[config.mk]
export PLATFORM = sky130hd
export DESIGN_NAME = mpo_meter_pulse_outputs
export DESIGN_NICKNAME = d
export VERILOG_FILES = /design/src/hdl/mpo_pkg.sv /design/src/hdl/mpo_meter_pulse_outputs.sv
export SDC_FILE = /design/constraint.sdc
export NUM_CORES = 1
export LEC_CHECK = 0
export ABC_AREA = 1
export BUFFER_PORTS_ARGS = -buffer_cell sky130_fd_sc_hd__buf_2
export CAP_MARGIN = 20
export CELL_PAD_IN_SITES_DETAIL_PLACEMENT = 2
export CELL_PAD_IN_SITES_GLOBAL_PLACEMENT = 2
export CORE_ASPECT_RATIO = 1.75
export CORE_MARGIN = 4
export CORE_UTILIZATION = 30
export CTS_CLUSTER_SIZE = 28
export DETAILED_ROUTE_END_ITERATION = 12
export PLACE_DENSITY = 0.75
export SETUP_SLACK_MARGIN = 0.1
export SYNTH_ARGS = -nofsm -noshare
export SYNTH_HDL_FRONTEND = slang
export SYNTH_SLANG_ARGS = --single-unit
[constraint.sdc]
create_clock -name I_CORE_CLK -period 9.4 [get_ports I_CORE_CLK]
set_clock_uncertainty 0.05 [all_clocks]
set_input_delay 2.82 -clock I_CORE_CLK [delete_from_list [all_inputs] [get_ports I_CORE_CLK]]
set_output_delay 2.82 -clock I_CORE_CLK [all_outputs]
set_load 0.01 [all_outputs]
[src/hdl/mpo_pkg.sv]
/*
  Constants for the meter pulse output unit: register map, field layout,
  reset values and pulse timing counts.
  Assumes a 125 MHz core clock and a 32-bit classic Wishbone register bus.
*/
package mpo_pkg;

  // ==========================================================================
  // clocking and pulse timing
  // ==========================================================================
  localparam int unsigned CORE_CLK_HZ     = 125_000_000;
  localparam int unsigned PULSE_CLK_HZ    = 2_458_000;
  // core cycles per pulse clock tick
  localparam int unsigned PULSE_DIV       = CORE_CLK_HZ / PULSE_CLK_HZ;
  // pulse interval time in picoseconds (65.772 us)
  localparam longint unsigned PULSE_INTERVAL_PS = 64'd65_772_000;
  // pulse interval in pulse clock ticks, rounded down
  localparam int unsigned PULSE_INTERVAL_TICKS =
    int'((PULSE_INTERVAL_PS * PULSE_CLK_HZ) / 64'd1_000_000_000_000);
  localparam int unsigned DIV_W           = 6;
  localparam int unsigned CNT_W           = 20;
  localparam logic [CNT_W-1:0] CNT_MAX    = 20'hFFFFF;
  localparam logic [CNT_W-1:0] INTERVAL_TICKS = CNT_W'(PULSE_INTERVAL_TICKS);
  localparam logic [DIV_W-1:0] DIV_LAST   = DIV_W'(PULSE_DIV - 1);

  // ==========================================================================
  // register map (byte addresses)
  // ==========================================================================
  localparam int unsigned ADR_W          = 8;
  localparam logic [ADR_W-1:0] ADR_CTRL   = 8'h00;
  localparam logic [ADR_W-1:0] ADR_DIOCFG = 8'h04;
  localparam logic [ADR_W-1:0] ADR_STATUS = 8'h08;
  localparam logic [ADR_W-1:0] ADR_MASK   = 8'h0C;
  localparam logic [ADR_W-1:0] ADR_PINS   = 8'h10;

  // ==========================================================================
  // fields and reset values
  // ==========================================================================
  localparam int unsigned CTRL_INV_BIT   = 0;
  localparam int unsigned CTRL_WIDTH_LSB = 8;
  localparam logic        INV_RST        = 1'b0;
  localparam logic [7:0]  WIDTH_RST      = 8'hFF;
  localparam logic [7:0]  WIDTH_NOLIMIT  = 8'hFF;
  localparam logic [7:0]  DIOCFG_RST     = 8'h00;
  localparam logic [3:0]  EVT_RST        = 4'h0;

  // per-pin 2-bit configuration field
  localparam logic [1:0]  PIN_HIZ        = 2'h0;
  localparam logic [1:0]  PIN_PULSE      = 2'h1;
  localparam logic [1:0]  PIN_LOW        = 2'h2;
  localparam logic [1:0]  PIN_HIGH       = 2'h3;

  // pin and event index: real, reactive, zero crossing, sag
  localparam int unsigned IDX_REAL       = 0;
  localparam int unsigned IDX_REACTIVE   = 1;
  localparam int unsigned IDX_ZERO       = 2;
  localparam int unsigned IDX_SAG        = 3;

endpackage : mpo_pkg

[src/hdl/mpo_meter_pulse_outputs.sv]
/*
  Pulse output unit: four pulse outputs driven by metering engine requests,
  shared polarity control, energy pulse width limiting, pin routing with
  per-pin configuration, sticky event status with interrupt, Wishbone slave.
  Assumes the engine inputs are synchronous to I_CORE_CLK and the pin
  inputs are asynchronous.
*/
// The address map and the Wishbone register port were left to the implementer.
// Overview of operation
// (RULE1) four independent pulse outputs whose meaning comes from the engine program
// (RULE2) only the two energy outputs get width hardware; others follow engine directly
// (RULE3) one invert bit flips all four outputs to active high
// (RULE4) invert bit resets to zero, giving active low pulses
// (RULE5) energy pulse maximum low width is (2*setting+1) pulse intervals
// (RULE6) pulse interval defaults to 65.772 microseconds
// (RULE7) width setting 255 disables limiting and gives 50 percent duty
// (RULE8) software normally programs setting 76 for about 10 ms width
// (RULE9) zero crossing output pulses at each voltage zero crossing
// (RULE10) sag output pulses whenever a voltage sag is detected
// (RULE11) reactive output pulses per programmed reactive energy quantum
// (RULE12) real output pulses per programmed real energy quantum
// (RULE13) zero crossing and sag outputs change at most once per engine pass
// (RULE14) zero crossing goes to third pin, sag to fourth pin
// (RULE15) real energy goes to first pin, reactive energy to second pin
// (RULE16) all four pins are high impedance after reset until configured
// (RULE17) each pin has its own configuration field
// (RULE18) active pulse is shortened so successive pulses never merge
`timescale 1ns/10ps
`default_nettype none

module mpo_meter_pulse_outputs (
  input  wire logic                       I_CORE_CLK,        // core clock 125 MHz
  input  wire logic                       I_RESETN,          // async reset, active low
  input  wire logic [mpo_pkg::ADR_W-1:0]  I_WB_ADR,          // wishbone byte address
  input  wire logic [31:0]                I_WB_DAT,          // wishbone write data
  input  wire logic [3:0]                 I_WB_SEL,          // wishbone byte enables
  input  wire logic                       I_WB_WE,           // wishbone write enable
  input  wire logic                       I_WB_CYC,          // wishbone cycle
  input  wire logic                       I_WB_STB,          // wishbone strobe
  output logic [31:0]                     O_WB_DAT,          // wishbone read data
  output logic                            O_WB_ACK,          // wishbone acknowledge
  input  wire logic                       I_ENGINE_PASS,     // one pulse per engine pass
  input  wire logic                       I_ZERO_CROSS_REQ,  // engine zero crossing level
  input  wire logic                       I_SAG_REQ,         // engine sag level
  input  wire logic                       I_REACTIVE_REQ,    // reactive quantum event
  input  wire logic                       I_REAL_REQ,        // real quantum event
  input  wire logic [3:0]                 I_DIO_IN,          // pin levels, asynchronous
  output logic [3:0]                      O_DIO_OUT,         // pin output levels
  output logic [3:0]                      O_DIO_OE,          // pin output enables
  output logic                            O_IRQ              // interrupt, active high
);
  import mpo_pkg::*;

  // ==========================================================================
  // functions
  // ==========================================================================
  // byte-lane merge of a write into a 32-bit register image
  function automatic logic [31:0] lane_merge(input logic [31:0] old_v,
                                             input logic [31:0] new_v,
                                             input logic [3:0]  sel);
    logic [31:0] r;
    r = old_v;
    // disabled lanes keep the old byte
    for (int i = 0; i < 4; i++) begin
      if (sel[i]) begin
        r[i*8 +: 8] = new_v[i*8 +: 8];
      end
    end
    return r;
  endfunction : lane_merge

  // active width limit in pulse ticks for one energy channel
  function automatic logic [CNT_W-1:0] width_limit(input logic [7:0]       setting,
                                                   input logic [CNT_W-1:0] half_iv);
    logic [CNT_W-1:0] tmax;
    // (RULE6) interval in ticks
    tmax = CNT_W'(({setting, 1'b1}) * INTERVAL_TICKS);
    // 255: only the merge guard
    if (setting == WIDTH_NOLIMIT) begin
      return half_iv;
    end
    return (tmax < half_iv) ? tmax : half_iv;
  endfunction : width_limit

  // ==========================================================================
  // wishbone slave
  // ==========================================================================
  logic        ack_q;
  logic [31:0] rdat_q;
  logic        inv_q;
  logic [7:0]  width_q;
  logic [7:0]  diocfg_q;
  logic [3:0]  status_q;
  logic [3:0]  mask_q;
  logic [3:0]  events;
  logic [3:0]  pins_meta_q;
  logic [3:0]  pins_q;
  logic        wb_req;
  logic        wr_en;
  logic [31:0] ctrl_img;
  logic [31:0] ctrl_new;

  // ack blocks a second take
  assign wb_req   = I_WB_CYC & I_WB_STB & ~ack_q;
  assign wr_en    = wb_req & I_WB_WE;
  assign ctrl_img = {16'h0000, width_q, 7'h00, inv_q};
  // write data merged per lane
  assign ctrl_new = lane_merge(ctrl_img, I_WB_DAT, I_WB_SEL);

  // answer one cycle later
  always_ff @(posedge I_CORE_CLK or negedge I_RESETN) begin
    if (!I_RESETN) begin
      ack_q <= 1'b0;
    end else begin
      ack_q <= wb_req;
    end
  end

  // registered read data
  // unmapped addresses read zero and ignore writes
  always_ff @(posedge I_CORE_CLK or negedge I_RESETN) begin
    if (!I_RESETN) begin
      rdat_q <= 32'h0000_0000;
    end else if (wb_req && !I_WB_WE) begin
      case (I_WB_ADR)
        ADR_CTRL:   rdat_q <= ctrl_img;
        ADR_DIOCFG: rdat_q <= {24'h000000, diocfg_q};
        ADR_STATUS: rdat_q <= {28'h0000000, status_q};
        ADR_MASK:   rdat_q <= {28'h0000000, mask_q};
        ADR_PINS:   rdat_q <= {28'h0000000, pins_q};
        default:    rdat_q <= 32'h0000_0000;
      endcase
    end
  end

  assign O_WB_ACK = ack_q;
  assign O_WB_DAT = rdat_q;

  // ==========================================================================
  // control registers
  // ==========================================================================
  always_ff @(posedge I_CORE_CLK or negedge I_RESETN) begin
    if (!I_RESETN) begin
      // (RULE4) invert clear
      inv_q   <= INV_RST;
      width_q <= WIDTH_RST;
    end else if (wr_en && I_WB_ADR == ADR_CTRL) begin
      // (RULE3) one invert bit
      inv_q   <= ctrl_new[CTRL_INV_BIT];
      // (RULE5) width setting
      width_q <= ctrl_new[CTRL_WIDTH_LSB +: 8];
    end
  end

  always_ff @(posedge I_CORE_CLK or negedge I_RESETN) begin
    if (!I_RESETN) begin
      // (RULE16) pins start hi-z
      diocfg_q <= DIOCFG_RST;
    end else if (wr_en && I_WB_ADR == ADR_DIOCFG && I_WB_SEL[0]) begin
      // 2-bit field per pin
      diocfg_q <= I_WB_DAT[7:0];
    end
  end

  always_ff @(posedge I_CORE_CLK or negedge I_RESETN) begin
    if (!I_RESETN) begin
      mask_q <= EVT_RST;
    end else if (wr_en && I_WB_ADR == ADR_MASK && I_WB_SEL[0]) begin
      // status bit layout
      mask_q <= I_WB_DAT[3:0];
    end
  end

  // sticky events, write one to clear; a new event wins over the clear
  always_ff @(posedge I_CORE_CLK or negedge I_RESETN) begin
    if (!I_RESETN) begin
      status_q <= EVT_RST;
    end else if (wr_en && I_WB_ADR == ADR_STATUS && I_WB_SEL[0]) begin
      status_q <= (status_q & ~I_WB_DAT[3:0]) | events;
    end else begin
      status_q <= status_q | events;
    end
  end

  // level irq, one cycle lag
  always_ff @(posedge I_CORE_CLK or negedge I_RESETN) begin
    if (!I_RESETN) begin
      O_IRQ <= 1'b0;
    end else begin
      O_IRQ <= |(status_q & mask_q);
    end
  end

  // pin read-back synchroniser
  // only stage two is read
  always_ff @(posedge I_CORE_CLK or negedge I_RESETN) begin
    if (!I_RESETN) begin
      pins_meta_q <= 4'h0;
      pins_q      <= 4'h0;
    end else begin
      pins_meta_q <= I_DIO_IN;
      pins_q      <= pins_meta_q;
    end
  end

  // ==========================================================================
  // pulse clock tick
  // ==========================================================================
  logic [DIV_W-1:0] div_q;
  logic             tick;

  // divider rounds down
  assign tick = (div_q == DIV_LAST);

  always_ff @(posedge I_CORE_CLK or negedge I_RESETN) begin
    if (!I_RESETN) begin
      div_q <= '0;
    end else begin
      div_q <= tick ? '0 : div_q + DIV_W'(1);
    end
  end

  // ==========================================================================
  // zero crossing and sag outputs
  // ==========================================================================
  logic zero_q;
  logic sag_q;

  // engine holds each level
  // (RULE2) engine drives these directly
  // (RULE13) update only at a pass boundary
  always_ff @(posedge I_CORE_CLK or negedge I_RESETN) begin
    if (!I_RESETN) begin
      zero_q <= 1'b0;
      sag_q  <= 1'b0;
    end else if (I_ENGINE_PASS) begin
      // (RULE9) zero crossing pulse
      zero_q <= I_ZERO_CROSS_REQ;
      // (RULE10) sag pulse
      sag_q  <= I_SAG_REQ;
    end
  end

  // ==========================================================================
  // energy pulse generators
  // ==========================================================================
  logic [1:0]       e_req;
  logic [1:0]       e_act_q;
  logic [1:0]       e_pend_q;
  logic [CNT_W-1:0] e_cnt_q  [2];
  logic [CNT_W-1:0] e_half_q [2];

  // one-cycle engine strobes
  // (RULE11) reactive quantum request
  // (RULE12) real quantum request
  assign e_req = {I_REACTIVE_REQ, I_REAL_REQ};

  // (RULE1) independent generator per energy output
  for (genvar g = 0; g < 2; g++) begin : g_energy
    always_ff @(posedge I_CORE_CLK or negedge I_RESETN) begin
      if (!I_RESETN) begin
        e_act_q[g]  <= 1'b0;
        e_pend_q[g] <= 1'b0;
        // first pulse: no prior interval
        e_cnt_q[g]  <= CNT_MAX;
        e_half_q[g] <= CNT_MAX;
      end else if (e_req[g]) begin
        // (RULE18) force a gap on back-to-back pulses
        e_act_q[g]  <= ~e_act_q[g];
        e_pend_q[g] <= e_act_q[g];
        // restart, keep half the interval
        e_cnt_q[g]  <= '0;
        e_half_q[g] <= e_cnt_q[g] >> 1;
      end else if (e_pend_q[g]) begin
        // idle cycle done, restart pulse
        e_act_q[g]  <= 1'b1;
        e_pend_q[g] <= 1'b0;
      end else if (tick) begin
        // saturate, never wrap
        e_cnt_q[g] <= (e_cnt_q[g] == CNT_MAX) ? CNT_MAX : e_cnt_q[g] + CNT_W'(1);
        // (RULE5) maximum width
        // (RULE7) half-interval at 255
        if (e_cnt_q[g] >= width_limit(width_q, e_half_q[g])) begin
          e_act_q[g] <= 1'b0;
        end
      end
    end
  end

  // ==========================================================================
  // events and pin drivers
  // ==========================================================================
  // active levels, pin order
  logic [3:0] act;

  // (RULE15) real first, reactive second
  assign act[IDX_REAL]     = e_act_q[0];
  assign act[IDX_REACTIVE] = e_act_q[1];
  // (RULE14) third and fourth pins
  assign act[IDX_ZERO]     = zero_q;
  assign act[IDX_SAG]      = sag_q;

  assign events[IDX_REAL]     = I_REAL_REQ;
  assign events[IDX_REACTIVE] = I_REACTIVE_REQ;
  // rising level only
  assign events[IDX_ZERO]     = I_ENGINE_PASS & I_ZERO_CROSS_REQ & ~zero_q;
  assign events[IDX_SAG]      = I_ENGINE_PASS & I_SAG_REQ & ~sag_q;

  // pins lag generators a cycle
  always_ff @(posedge I_CORE_CLK or negedge I_RESETN) begin
    if (!I_RESETN) begin
      O_DIO_OUT <= 4'h0;
      O_DIO_OE  <= 4'h0;
    end else begin
      for (int p = 0; p < 4; p++) begin
        // (RULE17) per-pin field
        case (diocfg_q[p*2 +: 2])
          PIN_PULSE: begin
            // (RULE3) shared polarity, (RULE15) pin order
            O_DIO_OUT[p] <= inv_q ? act[p] : ~act[p];
            O_DIO_OE[p]  <= 1'b1;
          end
          PIN_LOW: begin
            O_DIO_OUT[p] <= 1'b0;
            O_DIO_OE[p]  <= 1'b1;
          end
          PIN_HIGH: begin
            O_DIO_OUT[p] <= 1'b1;
            O_DIO_OE[p]  <= 1'b1;
          end
          // released: low, no drive
          default: begin
            O_DIO_OUT[p] <= 1'b0;
            O_DIO_OE[p]  <= 1'b0;
          end
        endcase
      end
    end
  end

endmodule : mpo_meter_pulse_outputs

`default_nettype wire

==> flow_metrics.env <==
export IMPL_status="finished, final reports clean"
export IMPL_drc=0
export IMPL_hold_start="pins_meta_q[1]"
export IMPL_power_leakage_nw=5.832
export IMPL_nets=1649
export IMPL_reg2regPathDepth=28
export IMPL_ys_seq_area_share_pct=36.70
export IMPL_ioPinCount=100
export IMPL_ys_seq_elements=151
export IMPL_setup_worst_path_start_class="flip-flop"
export IMPL_start_util_pct=30.55
export IMPL_synth_distinct_cells=42
export IMPL_vias=9543
export IMPL_post_place_ws_ns=2.593
export IMPL_wl_per_cell_um=17.85
export IMPL_cp_data_arrival_time_ns=6.77
export IMPL_r2r_start="width_q[2]"
export IMPL_report_final_slew_viol_count=0
export IMPL_die_y_um=256.6
export IMPL_cp_slowest_cell="dfstp_2"
export IMPL_max_freq_mhz=154.5
export IMPL_path_class="reg2reg"
export IMPL_gp_congestion=0.8154
export IMPL_dpl_cell_count=1915
export IMPL_setup_viol=0
export IMPL_crit_family="adder cells"
export IMPL_max_slew_margin_rel_pct=33.57
export IMPL_cts_setup_buffers=0
export IMPL_maxCapViolCount=0
export IMPL_peakVddDrop_mv=0.1227
export IMPL_fillers=4210
export IMPL_clock_root_buffer="clkbuf_16"
export IMPL_drt_iter0_drc=193
export IMPL_dp_hpwl_um=27790
export IMPL_layout_drive_gt1_share_pct=15.79
export IMPL_placementRows=90
export IMPL_worstMarginPinSlew_ns=0.9953
export IMPL_design_core_area_um2=34680
export IMPL_die_area_um2=38510
export IMPL_syn_to_final_growth_pct=12.60
export IMPL_fin_crit_sh_pct=68.84
export IMPL_path_buf_inv=4
export IMPL_htree_levels=4
export IMPL_whs_endpoint="pins_q[1]"
export IMPL_place_area_um2=11300
export IMPL_rsz0062_at_grt="no"
export IMPL_vias_per_cell=4.899
export IMPL_grt_max_degree=80
export IMPL_hold_depth=0
export IMPL_setup_tns_ns=0
export IMPL_synthCells=1417
export IMPL_hold_path_class="reg2reg"
export IMPL_n_antenna_cell=0
export IMPL_cts_sinks=151
export IMPL_worst_slack_ns=2.929
export IMPL_grt_overflow=0
export IMPL_totalWireLength_um=34780
export IMPL_r2r_end="act[1]"
export IMPL_first_pass_iters=4
export IMPL_fin_crit_ns=6.471
export IMPL_synth_area_um2=10600
export IMPL_crit_required_ns=9.69
export IMPL_crit_path_end_kind="flip-flop"
export IMPL_cp_max_fo=17
export IMPL_die_w_um=150.1
export IMPL_cts_buffer_depth=2
export IMPL_grt_pass1_wl_um=56240
export IMPL_cts_clk_slew_worst_paths_ns=0.08
export IMPL_final_hold_viol_count=0
export IMPL_stdcell_area_um2=11930
export IMPL_grt_usage_pct=18.76
export IMPL_cpPeakStageDelay_ns=0.67
export IMPL_cts_resized=0
export IMPL_cts_tree="yes"
export IMPL_yosysWarnings=0
export IMPL_reg2reg_slack_ns=2.93
export IMPL_ant_nets=0
export IMPL_portBuffers=65
export IMPL_insertion_delay_ns=0.46
export IMPL_powerDensity_nw_per_um2=132.0
export IMPL_syn_area_per_cell_um2=7.477
export IMPL_cts_buffers=17
export IMPL_final_cells=1948
export IMPL_grt_pass1_vias=10829
export IMPL_antenna_found_initial=0
export IMPL_hold_buffers=0
## cell usage after synthesis (all sizes together)
| library cell | number | share of area, % |
|---|---|---|
| nand3 | 56 | 3.1 |
| nor3 | 16 | 1.4 |
| o21a | 1 | 0.071 |
| o31ai | 6 | 0.43 |
| o211ai | 1 | 0.071 |
| nor2 | 107 | 4.1 |
| nor2b | 1 | 0.059 |
| ha | 114 | 13 |
| xnor2 | 6 | 0.50 |
| or2 | 5 | 0.30 |
| clkbuf | 13 | 0.48 |
| inv | 173 | 6.1 |
| nand4 | 18 | 1.2 |
| o21bai | 4 | 0.28 |
| xor2 | 21 | 1.7 |
| nand2 | 513 | 18 |
| nand3b | 6 | 0.43 |
| a21boi | 3 | 0.32 |
| conb | 1 | 0.035 |
| dfrtp | 63 | 15 |
| dfstp | 88 | 22 |
| a21oi | 47 | 2.3 |
| o21ai | 116 | 5.8 |
| a21o | 4 | 0.28 |
| buf | 32 | 2.2 |
| fa | 2 | 0.38 |
## sequential cells by signal, indices dropped and copies added, names as in the netlist, 2 cells and up
register / flops
e_pend_q: 2
e_half_q: 40
O_DIO_OUT: 4
e_cnt_q: 40
O_DIO_OE: 4
div_q: 6
pins_meta_q: 4
mask_q: 4
width_q: 8
pins_q: 4
O_WB_DAT: 16
act: 2
diocfg_q: 8
status_q: 4
## layout make-up
cell class	count	area [um^2]	area share, %
clock inverter	14	177.7	1.489
clock buffer	18	439.2	3.681
sequential	151	3889	32.60
multi-input combinational	1063	5831	48.87
tap	460	575.6	4.824
inverter	173	649.4	5.443
timing repair buffer	69	369.1	3.094
## metrics by stage
stage               utilization (%)  hold WS (ns)  power, mW
floorplan                         -        0.2812     0.7866
global placement              32.58        0.2825     0.8464
CTS                           34.35        0.3041      1.602
global route                  34.40        0.3168      1.653
detailed placement            32.58        0.2879     0.8551
finish                        34.40        0.3050      1.574
## cell families (layout without fill, tap and decap cells)
family / after synthesis / count (layout) / share of synthesized area, %
AO/OA/AOI/OAI: 182 / 182 / 9.471
XOR/XNOR: 27 / 27 / 2.232
adder cells (fa/ha/maj): 116 / 116 / 13.84
buffers and inverters: 218 / 274 / 8.821
flip-flops: 151 / 151 / 36.70
other: 1 / 16 / 0.03539
AND/OR/NAND/NOR: 722 / 722 / 28.90
## per-layer routing
| layer | GRT usage (%) | wire [um] | vias up |
|---|---|---|---|
| li1 | - | - | 4592 |
| met1 | 17.03 | 11580 | 4786 |
| met2 | 39.05 | 21160 | 100 |
| met3 | 2.314 | 605 | 65 |
| met4 | 8.855 | 1428 | 0 |
| met5 | 0 | 0 | - |
## power breakdown
group	leakage, nW	internal (mW)	switching, mW	total, mW
clock	0.300	0.390	0.344	0.735
sequential	1.72	0.659	0.00559	0.664
combinational	3.81	0.0524	0.123	0.175
## placed cells by master, fill, tap and decap left out, types with 2 or more instances in the layout
cell type  count
o31ai_1        6
nand3_2        5
nand4_1       17
clkinv_8       3
nor3_4         5
nor2_4         2
inv_1        172
nand3b_1       6
xor2_1        21
nor3_1         8
nand3_4        2
nor3_2         3
a21oi_1       46
conb_1        16
buf_4          3
a21boi_0       2
o21ai_1        8
inv_6          4
buf_2         64
a21o_1         4
ha_1         114
nor2_1        98
dfrtp_1       63
nand3_1       49
fa_1           2
inv_8          5
nor2_2         7
or2_2          5
dfstp_2       88
clkbuf_16     17
xnor2_1        6
o21bai_1       4
o21ai_0      100
nand2_1      508
o21ai_2        8
nand2_2        5
## how the worst max path moves through the flow
stage	to	startpoint	cells after the start	slack [ns]
floorplan	act[1]	width_q[4]	27	4.46
global placement	act[0]	width_q[2]	29	2.79
detailed placement	act[0]	width_q[2]	29	2.59
CTS	act[0]	width_q[2]	29	2.51
global route	act[0]	width_q[2]	29	2.43
finish	act[1]	width_q[2]	28	2.93
(Power assumes the default switching activity.)
